===== src/core/sfs_pkg.sv =====
// Purpose: Shared constants and types for the sector flash sequencer
// Assumes: 50 MHz mclk, byte-wide flash array port with one-cycle read latency
// Notes:   Geometry and timing counts live here; long counts are overridable at the top
package sfs_pkg;

	// ----------------------------------------------------------------
	// Geometry
	// ----------------------------------------------------------------
	localparam int unsigned ADDR_W          = 19;              // Flash offset width in bytes
	localparam int unsigned LEN_W           = 20;              // Length width, holds a full memory
	localparam int unsigned SECTOR_SHIFT    = 15;              // 32 Kbyte sectors
	localparam int unsigned SECTOR_W        = ADDR_W - SECTOR_SHIFT;
	localparam int unsigned SECTOR_KBYTES   = 32;
	localparam logic [SECTOR_W-1:0] SECTOR_COUNT = 4'hF;       // Highest sector index, 16 sectors
	localparam logic [LEN_W-1:0]    MEM_BYTES    = 20'h80000;  // Total bytes of the array
	localparam int unsigned PW_BYTES        = 16;              // Pageword size
	localparam logic [3:0]  PW_LAST         = 4'hF;            // Offset of last byte of a pageword
	localparam logic [3:0]  PW_ALIGN        = 4'h0;            // Required start offset in a pageword
	localparam int unsigned PW_PER_SECTOR   = SECTOR_KBYTES * 1024 / PW_BYTES;
	localparam logic [7:0]  BLANK_BYTE      = 8'hFF;           // Erased contents

	// ----------------------------------------------------------------
	// Timing
	// ----------------------------------------------------------------
	localparam int unsigned CLK_MHZ            = 50;
	localparam int unsigned ERASE_TIME_MS      = 100;
	localparam int unsigned PROG_SECTOR_US     = 1000;
	localparam int unsigned ERASE_CYCLES_DEF   = ERASE_TIME_MS * 1000 * CLK_MHZ;
	localparam int unsigned PROG_SECTOR_CYCLES_DEF = PROG_SECTOR_US * CLK_MHZ;

	// ----------------------------------------------------------------
	// Reset values
	// ----------------------------------------------------------------
	localparam logic [31:0]       TIMER_RST = 32'h0000_0000;
	localparam logic [ADDR_W-1:0] ADDR_RST  = 19'h00000;
	localparam logic [LEN_W-1:0]  LEN_RST   = 20'h00000;
	localparam logic [7:0]        BYTE_RST  = 8'h00;

	// ----------------------------------------------------------------
	// Types
	// ----------------------------------------------------------------
	typedef enum logic [2:0] {
		OP_NOP     = 3'h0,
		OP_READ    = 3'h1,
		OP_PROGRAM = 3'h2,
		OP_ERASE   = 3'h3,
		OP_SELECT  = 3'h4,
		OP_SLEEP   = 3'h5,
		OP_WAKE    = 3'h6
	} sfs_op_t;

	typedef enum logic [2:0] {
		S_IDLE     = 3'b000,
		S_RD_ISSUE = 3'b001,
		S_RD_DATA  = 3'b011,
		S_PG_WAIT  = 3'b010,
		S_PG_READ  = 3'b110,
		S_PG_WRITE = 3'b111,
		S_PG_HOLD  = 3'b101,
		S_ERASE    = 3'b100
	} sfs_state_t;

	typedef struct packed {
		logic              valid;
		sfs_op_t           op;
		logic [ADDR_W-1:0] addr;
		logic [LEN_W-1:0]  len;
		logic              ext;
		logic              ext_supported;
	} sfs_req_t;

	typedef struct packed {
		logic              re;
		logic              we;
		logic              erase;
		logic              ext;
		logic [ADDR_W-1:0] addr;
		logic [7:0]        wdata;
	} sfs_arr_t;

	localparam sfs_arr_t ARR_RST = '{re: 1'b0, we: 1'b0, erase: 1'b0, ext: 1'b0,
		addr: 19'h00000, wdata: 8'hFF};

endpackage


===== src/core/sfs_sector_flash_sequencer.sv =====
// Purpose: Sequencer for erase, read and pageword programming of sectored flash
// Assumes: Array answers a read one cycle after re; erase wipes the sector to ones
// Notes:   Host ops arrive as one struct; program bytes stream in on a valid/ready pair
module sfs_sector_flash_sequencer #(
	parameter int unsigned ERASE_CYCLES       = sfs_pkg::ERASE_CYCLES_DEF,
	parameter int unsigned PROG_SECTOR_CYCLES = sfs_pkg::PROG_SECTOR_CYCLES_DEF
) (
	input  wire logic             mclk,
	input  wire logic             resetn,
	input  wire sfs_pkg::sfs_req_t req,
	output logic                  req_ready,
	output logic                  busy,
	output logic                  done,
	output logic                  reject,
	input  wire logic             wr_valid,
	input  wire logic [7:0]       wr_data,
	output logic                  wr_ready,
	output logic                  rd_valid,
	output logic [7:0]            rd_data,
	input  wire logic             flash_error_irq_enable,
	output logic                  flash_error_irq,
	output logic                  ext_selected,
	output logic                  ext_flash_sleep_cmd,
	output logic                  ext_flash_wake_cmd,
	output sfs_pkg::sfs_arr_t     arr,
	input  wire logic [7:0]       array_rdata,
	input  wire logic             array_rd_err
);
	import sfs_pkg::*;

	// ----------------------------------------------------------------
	// Derived hold times
	// ----------------------------------------------------------------
	localparam int unsigned PW_HOLD_RAW = PROG_SECTOR_CYCLES / PW_PER_SECTOR;
	localparam int unsigned PW_HOLD     = (PW_HOLD_RAW < 1) ? 1 : PW_HOLD_RAW;
	localparam int unsigned ERASE_HOLD  = (ERASE_CYCLES < 1) ? 1 : ERASE_CYCLES;
	localparam logic [31:0] PW_LOAD     = 32'(PW_HOLD - 1);
	localparam logic [31:0] ERASE_LOAD  = 32'(ERASE_HOLD - 1);

	// ----------------------------------------------------------------
	// State
	// ----------------------------------------------------------------
	sfs_state_t        state;
	sfs_state_t        next_state;
	logic [ADDR_W-1:0] addr;
	logic [ADDR_W-1:0] next_addr;
	logic [LEN_W-1:0]  remain;
	logic [LEN_W-1:0]  next_remain;
	logic [31:0]       timer;
	logic [31:0]       next_timer;
	logic [7:0]        byte_hold;
	logic [7:0]        next_byte_hold;
	logic              ext_supported;
	logic              next_ext_supported;
	logic              next_ext_selected;
	sfs_arr_t          next_arr;
	logic              next_req_ready;
	logic              next_busy;
	logic              next_done;
	logic              next_reject;
	logic              next_wr_ready;
	logic              next_rd_valid;
	logic [7:0]        next_rd_data;
	logic              next_irq;
	logic              next_sleep;
	logic              next_wake;

	// Request checks
	logic [LEN_W-1:0]   req_end;
	logic               in_range;
	logic               aligned;
	logic [SECTOR_W-1:0] req_sector;
	logic [ADDR_W-1:0]  addr_inc;

	// Range and alignment of the incoming request
	always_comb begin
		req_end    = LEN_W'({1'b0, req.addr}) + req.len;
		in_range   = (req.len <= MEM_BYTES) && (req_end <= MEM_BYTES); // Huge lengths cannot wrap the sum
		aligned    = (req.addr[3:0] == PW_ALIGN) && (req.len[3:0] == PW_ALIGN);
		req_sector = req.addr[ADDR_W-1:SECTOR_SHIFT];
		addr_inc   = addr + ADDR_W'(1);
	end

	// ----------------------------------------------------------------
	// Sequencer next-state logic
	// ----------------------------------------------------------------
	always_comb begin
		next_state         = state;
		next_addr          = addr;
		next_remain        = remain;
		next_timer         = timer;
		next_byte_hold     = byte_hold;
		next_ext_selected  = ext_selected;
		next_ext_supported = ext_supported;
		next_arr           = arr;
		next_arr.re        = 1'b0;
		next_arr.we        = 1'b0;
		next_arr.erase     = 1'b0;
		next_req_ready     = 1'b0;
		next_busy          = 1'b1;
		next_done          = 1'b0;
		next_reject        = 1'b0;
		next_wr_ready      = 1'b0;
		next_rd_valid      = 1'b0;
		next_rd_data       = rd_data;
		next_irq           = 1'b0;
		next_sleep         = 1'b0;
		next_wake          = 1'b0;
		case (state)
			S_IDLE: begin
				// Only idle takes requests; elsewhere ready stays low
				next_busy      = 1'b0;
				next_req_ready = 1'b1;
				if (req.valid && req_ready) begin
					case (req.op)
						OP_READ: begin
							if (!in_range) begin
								next_reject = 1'b1;
							end else if (req.len == LEN_RST) begin
								next_done = 1'b1;
							end else begin
								// Any byte offset may start a read
								next_addr      = req.addr;
								next_remain    = req.len;
								next_arr.re    = 1'b1;
								next_arr.addr  = req.addr;
								next_req_ready = 1'b0;
								next_busy      = 1'b1;
								next_state     = S_RD_ISSUE;
							end
						end
						OP_PROGRAM: begin
							if (!in_range || !aligned) begin
								next_reject = 1'b1;
							end else if (req.len == LEN_RST) begin
								next_done = 1'b1;
							end else begin
								next_addr      = req.addr;
								next_remain    = req.len;
								next_wr_ready  = 1'b1;
								next_req_ready = 1'b0;
								next_busy      = 1'b1;
								next_state     = S_PG_WAIT;
							end
						end
						OP_ERASE: begin
							if (req_sector > SECTOR_COUNT) begin
								next_reject = 1'b1;
							end else begin
								// Whole sector, sector zero included
								next_arr.erase = 1'b1;
								next_arr.addr  = {req_sector, {SECTOR_SHIFT{1'b0}}};
								next_timer     = ERASE_LOAD;
								next_req_ready = 1'b0;
								next_busy      = 1'b1;
								next_state     = S_ERASE;
							end
						end
						OP_SELECT: begin
							next_ext_selected  = req.ext;
							next_ext_supported = req.ext && req.ext_supported;
							next_done          = 1'b1;
						end
						OP_SLEEP: begin
							// Dropped silently for on-chip or unsupported parts
							next_sleep = ext_selected && ext_supported;
							next_done  = 1'b1;
						end
						OP_WAKE: begin
							next_wake = ext_selected && ext_supported;
							next_done = 1'b1;
						end
						default: begin
							next_reject = 1'b1;
						end
					endcase
				end
			end
			S_RD_ISSUE: begin
				// Array sees the strobe now; data follows next cycle
				next_state = S_RD_DATA;
			end
			S_RD_DATA: begin
				next_rd_valid = 1'b1;
				next_rd_data  = array_rdata;
				next_irq      = array_rd_err && flash_error_irq_enable;
				next_remain   = remain - LEN_W'(1);
				next_addr     = addr_inc;
				if (remain == LEN_W'(1)) begin
					next_done      = 1'b1;
					next_busy      = 1'b0;
					next_req_ready = 1'b1;
					next_state     = S_IDLE;
				end else begin
					next_arr.re   = 1'b1;
					next_arr.addr = addr_inc;
					next_state    = S_RD_ISSUE;
				end
			end
			S_PG_WAIT: begin
				next_wr_ready = 1'b1;
				if (wr_valid && wr_ready) begin
					next_wr_ready  = 1'b0;
					next_byte_hold = wr_data;
					next_arr.re    = 1'b1;
					next_arr.addr  = addr;
					next_state     = S_PG_READ;
				end
			end
			S_PG_READ: begin
				next_state = S_PG_WRITE;
			end
			S_PG_WRITE: begin
				// Merge with current contents so no zero returns to one
				next_arr.we    = 1'b1;
				next_arr.addr  = addr;
				next_arr.wdata = array_rdata & byte_hold;
				next_remain    = remain - LEN_W'(1);
				next_addr      = addr_inc;
				if (addr[3:0] == PW_LAST) begin
					next_timer = PW_LOAD;
					next_state = S_PG_HOLD;
				end else begin
					next_wr_ready = 1'b1;
					next_state    = S_PG_WAIT;
				end
			end
			S_PG_HOLD: begin
				// Pageword program time, a share of the sector time
				if (timer == TIMER_RST) begin
					if (remain == LEN_RST) begin
						next_done      = 1'b1;
						next_busy      = 1'b0;
						next_req_ready = 1'b1;
						next_state     = S_IDLE;
					end else begin
						next_wr_ready = 1'b1;
						next_state    = S_PG_WAIT;
					end
				end else begin
					next_timer = timer - 32'h0000_0001;
				end
			end
			S_ERASE: begin
				// Busy for the full erase time
				if (timer == TIMER_RST) begin
					next_done      = 1'b1;
					next_busy      = 1'b0;
					next_req_ready = 1'b1;
					next_state     = S_IDLE;
				end else begin
					next_timer = timer - 32'h0000_0001;
				end
			end
			default: begin
				next_busy      = 1'b0;
				next_req_ready = 1'b1;
				next_state     = S_IDLE;
			end
		endcase
		next_arr.ext = next_ext_selected;
	end

	// ----------------------------------------------------------------
	// Registers
	// ----------------------------------------------------------------
	always_ff @(posedge mclk) begin
		if (!resetn) begin
			state               <= S_IDLE;
			addr                <= ADDR_RST;
			remain              <= LEN_RST;
			timer               <= TIMER_RST;
			byte_hold           <= BYTE_RST;
			ext_selected        <= 1'b0;
			ext_supported       <= 1'b0;
			arr                 <= ARR_RST;
			req_ready           <= 1'b0;
			busy                <= 1'b1;
			done                <= 1'b0;
			reject              <= 1'b0;
			wr_ready            <= 1'b0;
			rd_valid            <= 1'b0;
			rd_data             <= BYTE_RST;
			flash_error_irq     <= 1'b0;
			ext_flash_sleep_cmd <= 1'b0;
			ext_flash_wake_cmd  <= 1'b0;
		end else begin
			state               <= next_state;
			addr                <= next_addr;
			remain              <= next_remain;
			timer               <= next_timer;
			byte_hold           <= next_byte_hold;
			ext_selected        <= next_ext_selected;
			ext_supported       <= next_ext_supported;
			arr                 <= next_arr;
			req_ready           <= next_req_ready;
			busy                <= next_busy;
			done                <= next_done;
			reject              <= next_reject;
			wr_ready            <= next_wr_ready;
			rd_valid            <= next_rd_valid;
			rd_data             <= next_rd_data;
			flash_error_irq     <= next_irq;
			ext_flash_sleep_cmd <= next_sleep;
			ext_flash_wake_cmd  <= next_wake;
		end
	end

endmodule


===== config.mk =====
export PLATFORM = sky130hd
export DESIGN_NAME = sfs_sector_flash_sequencer
export DESIGN_NICKNAME = d
export VERILOG_FILES = /design/src/core/sfs_pkg.sv /design/src/core/sfs_sector_flash_sequencer.sv
export SDC_FILE = /design/constraint.sdc
export NUM_CORES = 1
export LEC_CHECK = 0
export BUFFER_PORTS_ARGS = -buffer_cell sky130_fd_sc_hd__buf_4
export CORE_ASPECT_RATIO = 1.5
export CORE_MARGIN = 8
export CORE_UTILIZATION = 35
export DETAILED_ROUTE_END_ITERATION = 10
export PLACE_DENSITY_LB_ADDON = 0.1
export SYNTH_ARGS = -nofsm -noshare
export SYNTH_HDL_FRONTEND = slang
export SYNTH_SLANG_ARGS = --single-unit
export TNS_END_PERCENT = 10

===== constraint.sdc =====
create_clock -name mclk -period 4.9 [get_ports mclk]
set_input_delay 0.98 -clock mclk [delete_from_list [all_inputs] [get_ports mclk]]
set_output_delay 0.98 -clock mclk [all_outputs]
set_load 0.02 [all_outputs]

**After elaboration in Yosys (flattened, before gate mapping)**

Cells that the tools add are included.

- Bits in registers: 131
- Input port bits: 66
- Logic and storage cells: 180

- Bitwise logic cells: 1
- Add/sub/neg operators: 4
- Equality and inequality tests: 32
- Mux-type cells: 85
- Order comparisons: 3
- Reduce and logical (&&, ||, !) cells: 33

Operators with widths:

| operator | number |
|---|---|
| 19-bit two-way mux | 10 |
| 32-bit two-way mux | 5 |
| 19-bit one-hot mux with 2 select lines | 3 |
| 32-bit one-hot mux with 3 select lines | 1 |
| 20-bit two-way mux | 4 |
| 20-bit one-hot mux with 2 select lines | 2 |
| 19-bit one-hot mux with 4 select lines | 1 |
| 20-bit <= comparator (second input constant) | 2 |
| 20-bit zero test | 2 |
| 1-bit two-way mux | 37 |
| 32-bit zero test | 1 |
| 32-bit by 1-bit subtractor with 32-bit output (second input constant) | 1 |
| 3-bit two-way mux | 10 |
| 3-bit one-hot mux with 8 select lines | 1 |
| 3-bit == test (second input constant) | 7 |
| 19-bit by 20-bit adder with 20-bit output | 1 |
| 20-bit by 1-bit == test with 1-bit output (second input constant) | 1 |
| 1-bit one-hot mux with 4 select lines | 5 |
| 20-bit by 1-bit subtractor with 20-bit output (second input constant) | 1 |
| 19-bit by 1-bit adder with 19-bit output (second input constant) | 1 |
| 2-bit inequality test (second input constant) | 8 |
| 3-bit inequality test (second input constant) | 5 |
| 3-bit by 2-bit == test with 1-bit output (second input constant) | 4 |
| 1-bit one-hot mux with 3 select lines | 4 |
| 26 further kinds | 41 |

**Depth between registers and ports, before layout**

- Depth in word-level cells: 9
- Gate-level depth with buffers: 14
- Mapped depth without buffers: 12

**Least setup slack after synthesis**

Ideal clock, no wire load.

- Kind: input to register
- From: input req[2] (netlist bit)
- To: register remain[0]
- Slack: 0.592 ns
- Cell stages on the path: 14
- Data required time: 4.780 ns
- Buffers on the path: 2
- Arrival time: 4.189 ns
- Cell sequence: ha_1 fa_1 a211o_1 a41o_4 a31oi_4 nor4b_1 a2111oi_2 nand4_1 o41ai_4 a21o_1 buf_6 buf_12 a21oi_1 o31a_1

- Cells in the longest elaborated chain, start to end: 7
- Elaborated cells on any way between the ends: 19

Ends and longest elaborated chain:

| what | line | RTL |
|---|---|---|
| start: declaration | sfs_sector_flash_sequencer.sv:10 | `input wire sfs_pkg::sfs_req_t req,` |
| 19-bit by 20-bit adder with 20-bit output | sfs_sector_flash_sequencer.sv:77 | `req_end = LEN_W'({1'b0, req.addr}) + req.len;` |
| 20-bit <= comparator | sfs_sector_flash_sequencer.sv:78 | `in_range = (req.len <= MEM_BYTES) && (req_end <= MEM_BYTES);` |
| 1-bit logical AND | sfs_sector_flash_sequencer.sv:78 |  |
| 1-bit zero test | sfs_sector_flash_sequencer.sv:133 | `if (!in_range \|\| !aligned) begin` |
| 1-bit logical OR | sfs_sector_flash_sequencer.sv:133 |  |
| 3-bit inequality test (no source line) | n/a |  |
| 5-bit AND reduction (no source line) | n/a |  |
| end signal: assignment | sfs_sector_flash_sequencer.sv:290 | `remain <= next_remain;` |
| end: declaration | sfs_sector_flash_sequencer.sv:47 | `logic [LEN_W-1:0] remain;` |

Several ways; a longest one is shown, not always the timed one. The select of a mux whose other input is x is not followed.
A chain may end at the register's enable or synchronous reset.

**Worst setup path in the final report**

- From: input req[22] (netlist bit)
- To: register arr[16] (netlist bit)

- Cells in the longest elaborated chain, start to end: 5

Ends and longest elaborated chain:

| what | line | RTL |
|---|---|---|
| 19-bit by 20-bit adder with 20-bit output | sfs_sector_flash_sequencer.sv:77 |  |
| 20-bit <= comparator | sfs_sector_flash_sequencer.sv:78 |  |
| 1-bit logical AND | sfs_sector_flash_sequencer.sv:78 |  |
| 3-bit inequality test (no source line) | n/a |  |
| 8-bit AND reduction (no source line) | n/a |  |
| end signal: assignment | sfs_sector_flash_sequencer.sv:295 | `arr <= next_arr;` |
| end: declaration | sfs_sector_flash_sequencer.sv:25 | `output sfs_pkg::sfs_arr_t arr,` |

No other way between the ends.

==> impl_metrics.xml <==
<?xml version="1.0" encoding="UTF-8"?>
<metrics>
  <group name="run_status">
    <metric name="run_status" unit="">complete, no violations</metric>
  </group>
  <group name="min_path">
    <metric name="worst_min_path_class" unit="">reg2reg</metric>
  </group>
  <group name="floorplanning">
    <metric name="design.portCount" unit="">115</metric>
    <metric name="dieArea" unit="um^2">29000</metric>
    <metric name="fp.dieH" unit="um">204</metric>
    <metric name="die-width" unit="um">142</metric>
    <metric name="design.core.area" unit="um^2">23500</metric>
    <metric name="rows" unit="">69</metric>
    <metric name="start_util" unit="">0.353</metric>
  </group>
  <group name="power">
    <metric name="share_clk_of_total_power" unit="">0.339</metric>
    <metric name="power.internal" unit="uW">2390</metric>
    <metric name="report.power.total" unit="uW">3810</metric>
    <metric name="power_density_over_cell_area" unit="nW/um^2">380</metric>
    <metric name="power_frac_comb" unit="">0.333</metric>
    <metric name="irDropWorstVdd" unit="mV">0.243</metric>
    <metric name="power.share.sequential" unit="">0.328</metric>
    <metric name="total_switching_power" unit="uW">1410</metric>
    <metric name="netSwitchingFraction" unit="">0.371</metric>
    <metric name="leakage" unit="uW">0.00389</metric>
  </group>
  <group name="clocking">
    <metric name="clock_sinks" unit="">131</metric>
    <metric name="clock-root-buffer" unit="">sky130_fd_sc_hd__clkbuf_16</metric>
    <metric name="number_of_buffers_inserted_to_repair_setup_after_cts" unit="">0</metric>
    <metric name="cts_buffer_depth" unit="">2</metric>
    <metric name="cts_htree_levels" unit="">4</metric>
    <metric name="tritoncts" unit="">done</metric>
    <metric name="clk-insertion-delay-late" unit="ns">0.43</metric>
    <metric name="cts_made_buffers" unit="">17</metric>
    <metric name="cts.reportedPaths.clkPinSlew" unit="ns">0.06</metric>
    <metric name="cts_hold_repair.buffers" unit="">0</metric>
    <metric name="post_cts_resized" unit="">0</metric>
  </group>
  <group name="global_route">
    <metric name="grt.busiest_layer" unit="">met2</metric>
    <metric name="maximum_number_of_pins_on_one_net_before_global_route_repair" unit="">83</metric>
    <metric name="groute.layer.met2.usage" unit="">0.355</metric>
    <metric name="number_of_antenna_violations_at_the_first_check_in_global_routing" unit="">0</metric>
    <metric name="grt_pass1_vias" unit="">8378</metric>
    <metric name="global_route.usage.met1" unit="">0.244</metric>
    <metric name="grt_util_all_layers" unit="">0.206</metric>
    <metric name="grt_first_pass_wirelength" unit="um">47100</metric>
    <metric name="use_met3" unit="">0.0412</metric>
    <metric name="total_grt_overflow" unit="">0</metric>
  </group>
  <group name="sta">
    <metric name="slew_headroom" unit="">0.366</metric>
    <metric name="unrepaired_setup_endpoints_after_global_routing" unit="">false</metric>
    <metric name="fin_crit" unit="ns">4.34</metric>
    <metric name="hold_viol_final" unit="">0</metric>
    <metric name="timing_worst_slew_pin_value" unit="ns">0.949</metric>
    <metric name="clock-skew-final" unit="ns">0.00958</metric>
    <metric name="tns" unit="ns">0</metric>
    <metric name="timing.fmax" unit="GHz">0.231</metric>
    <metric name="drv_slew" unit="">0</metric>
    <metric name="min_period_over_period" unit="">0.885</metric>
    <metric name="timing.final.setup_violations" unit="">0</metric>
  </group>
  <group name="finish">
    <metric name="insertedDiodeCount" unit="">0</metric>
    <metric name="final_nets" unit="">1267</metric>
    <metric name="syn2layout_area_growth" unit="%">20.8</metric>
    <metric name="drive_above_1_share" unit="">0.174</metric>
    <metric name="final_util" unit="">0.426</metric>
    <metric name="fill_cells" unit="">2508</metric>
  </group>
  <group name="setup_path">
    <metric name="regToRegSetupSlack" unit="ns">1.02</metric>
    <metric name="critical_path_arrival" unit="ns">4.66</metric>
    <metric name="worst_setup_path_start_kind" unit="">primary input</metric>
    <metric name="cp_max_fo" unit="">38</metric>
    <metric name="cp.required" unit="ns">5.22</metric>
    <metric name="setup.worst_path.class" unit="">in2reg</metric>
    <metric name="worst_setup_path_end_kind" unit="">flop</metric>
  </group>
  <group name="synthesis">
    <metric name="count_of_state_elements_after_synthesis" unit="">131</metric>
    <metric name="mappedNetlistArea" unit="um^2">8290</metric>
    <metric name="yosysSeqAreaShare" unit="">0.317</metric>
    <metric name="synthesis.area_per_instance" unit="um^2">7.55</metric>
    <metric name="dominantRegCellSynth" unit="">sky130_fd_sc_hd__dfxtp_1</metric>
    <metric name="yosys.area_share.xor_xnor" unit="">0.0285</metric>
    <metric name="post_synth_fa_ha_maj_area_fraction" unit="">0.0387</metric>
    <metric name="syn-instance-count" unit="">1097</metric>
    <metric name="yosysWarnings" unit="">0</metric>
    <metric name="synth_edf_count" unit="">0</metric>
    <metric name="synthesis.nets" unit="">1188</metric>
    <metric name="synth-compound-area-share" unit="">0.289</metric>
    <metric name="synth_simple_gate_area_share" unit="">0.249</metric>
    <metric name="yosys-mux-area-fraction" unit="">0.0258</metric>
    <metric name="synth_cell_type_count" unit="">79</metric>
    <metric name="async_reset_ff_frac" unit="">0</metric>
    <metric name="largest_family_of_logic_cells_by_synthesized_area" unit="">compound AO/OA/AOI/OAI gates</metric>
  </group>
  <group name="detailed_routing">
    <metric name="vias" unit="">8562</metric>
    <metric name="first_pass_iters" unit="">5</metric>
    <metric name="drt_first_iter_violations" unit="">511</metric>
    <metric name="routed_wirelength" unit="um">29500</metric>
    <metric name="routedWlPerCell" unit="um">19.6</metric>
    <metric name="drc" unit="">0</metric>
    <metric name="ant_nets" unit="">0</metric>
    <metric name="viasPerCell" unit="">5.69</metric>
  </group>
  <group name="job">
    <metric name="cap_viol_max_count" unit="">0</metric>
  </group>
  <group name="placed_design">
    <metric name="placement.io_buffers" unit="">114</metric>
    <metric name="place.detailed.hpwl" unit="um">21700</metric>
    <metric name="gpl.final_weighted_congestion" unit="">0.867</metric>
  </group>
</metrics>
[power by group through the flow]
stage	clock network, uW	registers [uW]	logic, uW
floorplan	0	1280	828
global placement	0	1270	1250
detailed placement	0	1270	1250
CTS	1320	1250	1260
global route	1370	1270	1400
finish	1290	1250	1270
[worst max-delay path, stage by stage]
cell                       delay [ns]
sky130_fd_sc_hd__buf_4           0.14
sky130_fd_sc_hd__ha_1            0.20
sky130_fd_sc_hd__fa_1            0.41
sky130_fd_sc_hd__a211o_1         0.36
sky130_fd_sc_hd__a41o_4          0.31
sky130_fd_sc_hd__a311oi_2        0.31
sky130_fd_sc_hd__nor4_1          0.08
sky130_fd_sc_hd__a311oi_1        0.24
sky130_fd_sc_hd__nand4_1         0.21
sky130_fd_sc_hd__o41ai_4         0.46
sky130_fd_sc_hd__buf_4           0.24
sky130_fd_sc_hd__o31a_1          0.19
sky130_fd_sc_hd__buf_12          0.20
sky130_fd_sc_hd__nor2_1          0.06
sky130_fd_sc_hd__a311oi_1        0.23
[cell usage after synthesis, types with 5 or more instances]
cell	instances	area share
sky130_fd_sc_hd__o31ai_1	7	0.0063
sky130_fd_sc_hd__a221oi_1	9	0.0095
sky130_fd_sc_hd__or2_2	6	0.0045
sky130_fd_sc_hd__mux2i_1	18	0.022
sky130_fd_sc_hd__nor4_1	21	0.016
sky130_fd_sc_hd__clkbuf_1	58	0.026
sky130_fd_sc_hd__a21oi_1	109	0.066
sky130_fd_sc_hd__o211ai_1	6	0.0054
sky130_fd_sc_hd__xnor2_1	15	0.016
sky130_fd_sc_hd__nand2b_1	7	0.0053
sky130_fd_sc_hd__o22ai_1	9	0.0068
sky130_fd_sc_hd__o31a_1	7	0.0074
sky130_fd_sc_hd__a21o_1	12	0.011
sky130_fd_sc_hd__o311ai_0	16	0.017
sky130_fd_sc_hd__inv_1	18	0.0082
sky130_fd_sc_hd__xor2_1	12	0.013
sky130_fd_sc_hd__o21ai_1	15	0.0091
sky130_fd_sc_hd__a22oi_1	12	0.011
sky130_fd_sc_hd__nor2_1	124	0.056
sky130_fd_sc_hd__o221a_2	9	0.012
sky130_fd_sc_hd__nand3_1	41	0.025
sky130_fd_sc_hd__buf_2	15	0.0091
sky130_fd_sc_hd__nor3_1	42	0.025
sky130_fd_sc_hd__nand4_1	11	0.0083
sky130_fd_sc_hd__and2_1	7	0.0053
sky130_fd_sc_hd__a31oi_1	6	0.0045
sky130_fd_sc_hd__nand2_1	114	0.052
sky130_fd_sc_hd__or4_1	5	0.0045
sky130_fd_sc_hd__o21ai_0	67	0.040
sky130_fd_sc_hd__a311oi_1	7	0.0074
sky130_fd_sc_hd__and3_1	8	0.0060
sky130_fd_sc_hd__ha_1	24	0.036
sky130_fd_sc_hd__or3_1	20	0.015
sky130_fd_sc_hd__a211oi_1	29	0.026
sky130_fd_sc_hd__dfxtp_1	131	0.32
sky130_fd_sc_hd__nor3b_1	6	0.0054
[sequential cells by signal, indices dropped and copies added (netlist names), 3 cells and up]
signal	cells
timer	32
arr	31
remain	20
addr	19
byte_hold	8
rd_data	8
state	3
[routing by layer]
metal / vias to the layer above / share of wire
met5: - / 0
met4: 0 / 0.036
met3: 41 / 0.047
met2: 225 / 0.50
met1: 4050 / 0.42
li1: 4246 / -
[worst paths after layout]
path	from	to	cells past startpoint
setup / recovery	req[22]	arr[16]$_SDFFE_PN0P_	15
hold reg to reg	rd_data[4]$_SDFFE_PN0P_	rd_data[4]$_SDFFE_PN0P_	2
hold / removal	rd_data[4]$_SDFFE_PN0P_	rd_data[4]$_SDFFE_PN0P_	2
setup reg to reg	timer[0]$_SDFFE_PN0P_	state[2]$_SDFFE_PN0P_	14
[placed cells by master, fill, tap and decap left out, types with 16 or more instances in the layout]
cell,n
sky130_fd_sc_hd__a211oi_1,29
sky130_fd_sc_hd__inv_1,18
sky130_fd_sc_hd__or3_1,20
sky130_fd_sc_hd__nor4_1,20
sky130_fd_sc_hd__nor2_1,123
sky130_fd_sc_hd__mux2i_1,18
sky130_fd_sc_hd__o21ai_0,67
sky130_fd_sc_hd__dfxtp_1,131
sky130_fd_sc_hd__o311ai_0,16
sky130_fd_sc_hd__a21oi_1,109
sky130_fd_sc_hd__clkbuf_16,17
sky130_fd_sc_hd__ha_1,24
sky130_fd_sc_hd__nand2_1,113
sky130_fd_sc_hd__nor3_1,42
sky130_fd_sc_hd__nand3_1,41
sky130_fd_sc_hd__buf_4,139
[final cells by class]
class	count	area, um^2	area share
flip-flops and latches	131	2620	0.262
well taps	319	399	0.0399
inverters	20	75.1	0.00750
clock inverters	11	130	0.0130
repair buffers	141	1080	0.108
multi-input cells	865	5250	0.524
clock buffers	19	453	0.0452
[through the flow]
| stage | cells | setup WS (ns) | hold WS (ns) | instance area, um^2 |
|---|---|---|---|---|
| 6_report | 1506 | 0.565 | 0.453 | 10000 |
| 5_1_grt | 1506 | 0.361 | 0.479 | 10000 |
| 4_1_cts | 1506 | 0.620 | 0.455 | 10000 |
| 3_5_place_dp | 1476 | 0.175 | 0.447 | 9430 |
| 3_3_place_gp | 1476 | 0.228 | 0.444 | 9430 |
| 2_1_floorplan | 1097 | 0.592 | 0.442 | 8290 |
[logic make-up (layout without fill, tap and decap cells)]
logic type	after synthesis	count (layout)
muxes	21	21
buffers and inverters	101	191
adders and majority gates	25	25
xor gates and xnor gates	27	27
and+or+nand+nor	432	432
AOI/OAI and AO/OA	360	360
DFF	131	131
No activity file was read; power rests on OpenSTA's default activity.
